==> config.mk <==
export PLATFORM = sky130hd
export DESIGN_NAME = plim_port_led
export DESIGN_NICKNAME = d
export VERILOG_FILES = /design/src/rtl/plim_port_led.v
export VERILOG_INCLUDE_DIRS = /design/src /design/src/rtl
export SDC_FILE = /design/constraint.sdc
export NUM_CORES = 1
export LEC_CHECK = 0
export BUFFER_PORTS_ARGS = -buffer_cell sky130_fd_sc_hd__buf_2
export CAP_MARGIN = 15
export CORE_ASPECT_RATIO = 0.75
export CORE_UTILIZATION = 51
export CTS_BUF_LIST = sky130_fd_sc_hd__clkbuf_8
export CTS_CLUSTER_DIAMETER = 40
export DETAILED_ROUTE_END_ITERATION = 16
export PLACE_DENSITY = 0.84
export SYNTH_ARGS = -nofsm -noshare
export SYNTH_HDL_FRONTEND = slang
export SYNTH_SLANG_ARGS = --single-unit
==> constraint.sdc <==
create_clock -name clk_in -period 1.6 [get_ports clk_in]
set_input_delay 0.32 -clock clk_in [delete_from_list [all_inputs] [get_ports clk_in]]
set_output_delay 0.32 -clock clk_in [all_outputs]
set_load 0.1 [all_outputs]
==> src/rtl/plim_defines.vh <==
/*
 * Constants for the port indicator mode block.
 * Assumes inclusion by bare name from the rtl folder.
 */
`ifndef PLIM_DEFINES_VH
`define PLIM_DEFINES_VH

// ----------------------------------------------------------------
// Indicator modes
// ----------------------------------------------------------------
`define PLIM_MODE0        2'h0
`define PLIM_MODE1        2'h1
`define PLIM_MODE2        2'h2
`define PLIM_MODE3        2'h3
`define PLIM_MODE_RST     2'h0

// ----------------------------------------------------------------
// Sequencer states and timing
// ----------------------------------------------------------------
`define PLIM_ST_RESET     2'h0
`define PLIM_ST_CAPTURE   2'h1
`define PLIM_ST_RUN       2'h2
`define PLIM_CLK_MHZ      10
`define PLIM_BLINK_MS     50
`define PLIM_BLINK_CYC    (`PLIM_BLINK_MS * 1000 * `PLIM_CLK_MHZ)
`define PLIM_LED_OFF      1'h1

`endif

==> src/rtl/plim_port_led.v <==
/*
 * Port indicator driver: eight ports, three active-low indicators
 * each, mapping chosen by a mode strap captured at reset release.
 * Assumes status inputs come from other clock domains (PHY/MAC) and
 * the strap from a pin; all pass two flip-flops before use.
 */
// Operation
// - Strap 00/01/10/11 at reset selects indicator mode 0/1/2/3
// - After reset each port drives three active-low indicator outputs
// - Indicator 0: speed in modes 0 and 3, collision in mode 2
// - Indicator 2: collision in mode 0, 10Mb link activity in mode 2
// - Mode 3 indicator 2: on full duplex, blinks on collision
// - Indicator 3: link plus activity modes 0/3, 100Mb activity mode 2
`timescale 1ns/1ns
`include "plim_defines.vh"

module plim_port_led #(
   parameter PORTS     = 8,
   parameter BLINK_CYC = `PLIM_BLINK_CYC
) (
   // Clock and reset
   input  wire             clk_in,
   input  wire             rst_b_in,
   // Mode strap
   input  wire [1:0]       indicator_mode_strap_in,
   // Per-port status
   input  wire [PORTS-1:0] link_up_in,
   input  wire [PORTS-1:0] activity_in,
   input  wire [PORTS-1:0] speed_100_in,
   input  wire [PORTS-1:0] full_duplex_in,
   input  wire [PORTS-1:0] collision_in,
   // Indicator pins, active low
   output reg  [PORTS-1:0] port_indicator_zero_out,
   output reg  [PORTS-1:0] port_indicator_two_out,
   output reg  [PORTS-1:0] port_indicator_three_out,
   // Indicator pin enables
   output reg  [PORTS-1:0] port_indicator_oe_out,
   // Captured mode
   output reg  [1:0]       indicator_mode_out
);

   // ----------------------------------------------------------------
   // Input synchronisers
   // ----------------------------------------------------------------
   localparam SW = 5 * PORTS + 2;

   reg  [SW-1:0] sync1_reg;
   reg  [SW-1:0] sync2_reg;
   wire [PORTS-1:0] link_s;
   wire [PORTS-1:0] act_s;
   wire [PORTS-1:0] spd_s;
   wire [PORTS-1:0] fdx_s;
   wire [PORTS-1:0] col_s;
   wire [1:0]       strap_s;

   // Two-stage synchroniser for pins
   // No reset here: only pin levels pass through, and the
   // sequencer spends two edges after release before the strap
   // is read, so the second stage has settled by then
   always @(posedge clk_in) begin
      sync1_reg <= {indicator_mode_strap_in, collision_in, full_duplex_in,
                    speed_100_in, activity_in, link_up_in};
      sync2_reg <= sync1_reg;
   end

   assign link_s  = sync2_reg[PORTS-1:0];
   assign act_s   = sync2_reg[2*PORTS-1:PORTS];
   assign spd_s   = sync2_reg[3*PORTS-1:2*PORTS];
   assign fdx_s   = sync2_reg[4*PORTS-1:3*PORTS];
   assign col_s   = sync2_reg[5*PORTS-1:4*PORTS];
   assign strap_s = sync2_reg[SW-1:SW-2];

   // ----------------------------------------------------------------
   // Mode capture sequencer
   // ----------------------------------------------------------------
   localparam ST_RESET   = `PLIM_ST_RESET;
   localparam ST_CAPTURE = `PLIM_ST_CAPTURE;
   localparam ST_RUN     = `PLIM_ST_RUN;

   reg [1:0] state_reg;
   reg [1:0] state_next;
   reg [1:0] mode_reg;
   reg [1:0] mode_next;

   // Wait for the strap to clear the synchroniser, then latch once
   // Later strap moves pass the synchroniser but are ignored until next reset
   always @* begin
      state_next = state_reg;
      mode_next  = mode_reg;
      case (state_reg)
         ST_RESET: begin
            state_next = ST_CAPTURE;
         end
         ST_CAPTURE: begin
            mode_next  = strap_s;
            state_next = ST_RUN;
         end
         ST_RUN: begin
            state_next = ST_RUN;
         end
         default: begin
            state_next = ST_RESET;
         end
      endcase
   end

   always @(posedge clk_in) begin
      if (!rst_b_in) begin
         state_reg <= ST_RESET;
         mode_reg  <= `PLIM_MODE_RST;
      end else begin
         state_reg <= state_next;
         mode_reg  <= mode_next;
      end
   end

   // ----------------------------------------------------------------
   // Collision blink timer
   // ----------------------------------------------------------------
   reg [31:0] blink_cnt_reg;
   reg        blink_reg;

   // Terminal count, held at counter width
   localparam [31:0] BLINK_LAST = BLINK_CYC - 1;

   // Free-running half-period toggle; one phase shared by all ports
   // so every mode 3 collision lamp flashes in step
   always @(posedge clk_in) begin
      if (!rst_b_in) begin
         blink_cnt_reg <= 32'h0;
         blink_reg     <= 1'h0;
      end else if (blink_cnt_reg >= BLINK_LAST) begin
         blink_cnt_reg <= 32'h0;
         blink_reg     <= ~blink_reg;
      end else begin
         blink_cnt_reg <= blink_cnt_reg + 32'h1;
      end
   end

   // ----------------------------------------------------------------
   // Indicator mapping
   // ----------------------------------------------------------------
   // Returns active-high indication for all three indicators of one port
   function [2:0] led_map;
      input [1:0] mode;
      input       link;
      input       act;
      input       spd;
      input       fdx;
      input       col;
      input       blink;
      reg         la;
      reg         link_act;
      begin
         la       = link & act;
         // Steady with link, flashing while traffic passes
         link_act = link & ~act | la & blink;
         case (mode)
            `PLIM_MODE0: begin
               led_map[0] = spd;
               led_map[1] = col;
               led_map[2] = link_act;
            end
            `PLIM_MODE2: begin
               led_map[0] = col;
               led_map[1] = la & ~spd;
               led_map[2] = la & spd;
            end
            `PLIM_MODE3: begin
               led_map[0] = spd;
               led_map[1] = col ? blink : fdx;
               led_map[2] = link_act;
            end
            default: begin
               led_map = 3'h0;                    // Mode 1 reserved
            end
         endcase
      end
   endfunction

   wire [PORTS-1:0] ind0_on;
   wire [PORTS-1:0] ind2_on;
   wire [PORTS-1:0] ind3_on;

   // One decode per port, gathered into active-high vectors
   genvar g;
   generate
      for (g = 0; g < PORTS; g = g + 1) begin : port_g
         wire [2:0] ind;
         assign ind = led_map(mode_reg, link_s[g], act_s[g], spd_s[g],
                              fdx_s[g], col_s[g], blink_reg);
         assign ind0_on[g] = ind[0];
         assign ind2_on[g] = ind[1];
         assign ind3_on[g] = ind[2];
      end
   endgenerate

   // ----------------------------------------------------------------
   // Pin drivers
   // ----------------------------------------------------------------
   // Pins stay released until the mode is latched, so the board
   // strap network alone sets the pin level while reset is held
   always @(posedge clk_in) begin
      if (!rst_b_in || state_reg != ST_RUN) begin
         port_indicator_zero_out  <= {PORTS{`PLIM_LED_OFF}};
         port_indicator_two_out   <= {PORTS{`PLIM_LED_OFF}};
         port_indicator_three_out <= {PORTS{`PLIM_LED_OFF}};
         port_indicator_oe_out    <= {PORTS{1'h0}};
      end else begin
         port_indicator_zero_out  <= ~ind0_on;
         port_indicator_two_out   <= ~ind2_on;
         port_indicator_three_out <= ~ind3_on;
         port_indicator_oe_out    <= {PORTS{1'h1}};
      end
   end

   // Captured mode for observation
   always @(posedge clk_in) begin
      if (!rst_b_in)
         indicator_mode_out <= `PLIM_MODE_RST;
      else
         indicator_mode_out <= mode_reg;
   end

endmodule

==> results.txt <==
Outcome = finished clean
Worst path cell trace = buf_2
Part of the cycle the worst path needs = 98.0%
Fin. max-slew vios = 0
Via density per instance = 4.99
Clock sinks = 148
Crit-path leading delay family = buffers and inverters
WP buf/inv = 1
Area contributors post-synth = dfxtp_1, nor3_1, nand3_1
WL/cell = 15.3 µm
Sequential area share after synthesis = 66.3%
Startpoint types = register
Pwr per Cell Area = 1300 nW/µm²
Area grow syn2layout = 34.0%
Number of port buffers = 77
Met2 wire length = 5.17 mm
Slack of the critical path = 0.0321 ns
Post-Synthesis Cells = 374
DP HPWL = 5.79 mm
Hold Path Class = in2reg
CTS buffer count = 17
Vias in the first global route = 3334
H-tree depth = 4
Total track usage = 24.1%
Worst Path Max Fanout = 8
Register bit total from synthesis = 148
Io pins = 78
Cell taking the most area after synthesis = dfxtp_1
Global-route wire length before repair = 16.0 mm
Max Fclk = 638 MHz
Worst Setup End Kind = output port
Final Critical Period = 1.57 ns
Final hold vios = 0
LEAKAGE = 2.39 nW
Final WL = 9.91 mm
Final setup viols = 0
CTS tree = yes
Critical Path AT = 1.25 ns
Rows = 29
Grt total ovfl = 0
Initial antenna violation count = 0
Post-route setup TNS = 0 ns
Synth cell types = 43
Setup Skew = 0.0188 ns
Share of cells above drive strength 1 = 29.8%
Max layer used = met4
Antenna-violating nets left = 0
Dpl cell area = 5110 µm²
Synthesized area = 4470 µm²
Largest net degree at the start of global routing = 20
Critical-path top delay cell = buf_2
Kind of critical path = reg2out
Bufs on Longest Clock Path = 2
Nets = 575
Synthesis warning total = 0
Synth top area share = 66.3%
Clock transition at path regs = 0.08 ns
RSZ-0062 raised after global routing = yes
Met1 WL = 3.95 mm
Max VDD drop = 1080 µV
Width of the die = 110 µm
Core ar. = 8490 µm²
Final core utilization = 70.5%
Hold slack = 0.239 ns
Via Count = 3232
Crit path largest cell delay = 0.43 ns
DRC viols = 0
Die Ht = 83.0 µm
Max-capacitance violation count = 0
Starting density of the core = 52.6%
Syn_area_per_cell = 11.9 µm²
Pre-Repair DR Iteration Count = 4
Metal3 WL = 566 µm
Worst skew pair latency = 0.46 ns
Die Area = 9140 µm²
Post-place setup slack = 0.0272 ns
Fillers = 576
DRT iter0 DRCs = 170
Final Wtd Congestion = 0.906
Fin area = 5990 µm²
CTS root buf = clkbuf_8
N_diodes = 0
WP data required = 1.28 ns
[path summary, 6_finish.rpt]
kind                                                        from                           end  slack [ns]  cells after the start
worst max-delay path            port_indicator_oe_out[6]$_DFF_P_      port_indicator_oe_out[3]        0.03                      1
worst min-delay path                                    rst_b_in      mode_reg[0]$_SDFFE_PN0N_        0.24                      2
worst max register to register       blink_cnt_reg[1]$_SDFF_PP0_  blink_cnt_reg[17]$_SDFF_PP0_        0.06                      6
worst min register to register             sync1_reg[24]$_DFF_P_         sync2_reg[24]$_DFF_P_        0.32                      0
[logic make-up after synthesis]
kind of cell / synth area share (%)
flops: 66.3
xor+xnor: 2.75
mux: 4.51
simple gates: 16.5
other cells: 0.0840
fa+ha+maj: 1.12
buf+inv: 3.08
compound gates: 5.63
[cell usage after synthesis (all sizes together)]
| library cell | instances |
|---|---|
| dfxtp | 148 |
| nor3 | 25 |
| nand2 | 24 |
| nand3 | 24 |
| o21ai | 16 |
| nor2b | 13 |
| xnor2 | 12 |
| buf | 11 |
| mux2i | 10 |
| clkbuf | 9 |
| mux2 | 9 |
| a22o | 8 |
| nand4bb | 8 |
| nand4 | 7 |
| and2 | 6 |
| inv | 6 |
| nor2 | 6 |
| nor4 | 5 |
| ha | 4 |
| a21oi | 3 |
| and4 | 2 |
| nand4b | 2 |
| or3 | 2 |
| xor2 | 2 |
| a211o | 1 |
| a211oi | 1 |
| a21boi | 1 |
| a21o | 1 |
| a2bb2oi | 1 |
| a31oi | 1 |
| a32o | 1 |
| and3 | 1 |
| conb | 1 |
| nor3b | 1 |
| nor4b | 1 |
| o21a | 1 |
[placed cells by master, fill, tap and decap left out, types with 7 or more instances in the layout]
cell / instances
dfxtp_1: 140
dlygate4sd3_1: 42
nand3_1: 22
xnor2_1: 12
clkbuf_8: 17
a22o_1: 8
buf_2: 74
mux2_2: 9
mux2i_1: 10
nand4bb_1: 8
o21ai_0: 16
nor2b_1: 12
buf_4: 22
conb_1: 13
inv_1: 7
nor3_1: 23
nand2_1: 23
[where the power goes]
group / internal, mW / switching [mW] / leakage, nW
Combinational: 0.298 / 0.599 / 0.958
Clock: 1.42 / 1.49 / 0.199
Sequential: 3.86 / 0.0873 / 1.24
[area by class of cell]
cell class	count	area [µm²]	area share, %
clock buffers	17	234	3.91
clock inverters	15	166	2.78
inverters	6	22.5	0.376
multi-input cells	212	1450	24.2
flip-flops and latches	148	2980	49.7
well taps	108	135	2.26
repair buffers	142	998	16.7
[metrics by stage]
step,instances,power (mW)
5_1_grt,648,8.05
3_5_place_dp,572,4.83
6_report,648,7.76
4_1_cts,646,7.74
2_1_floorplan,386,4.63
3_3_place_gp,572,4.80
[repair_timing]
action                                  4_1_cts  5_1_grt
resized for setup                             0       13
endpoints found under the setup margin        0       30
endpoints found under the hold margin        42        0
hold buffers                                 42        0
setup buffers                                 0        2
[layer usage]
layer  up-vias  global-route usage, %
li1       1587                      -
met1      1522                   26.7
met2       104                   40.9
met3        19                   8.79
met4         0                   11.2
met5         -                      0
Note: power is estimated with default switching activity, not from simulation.
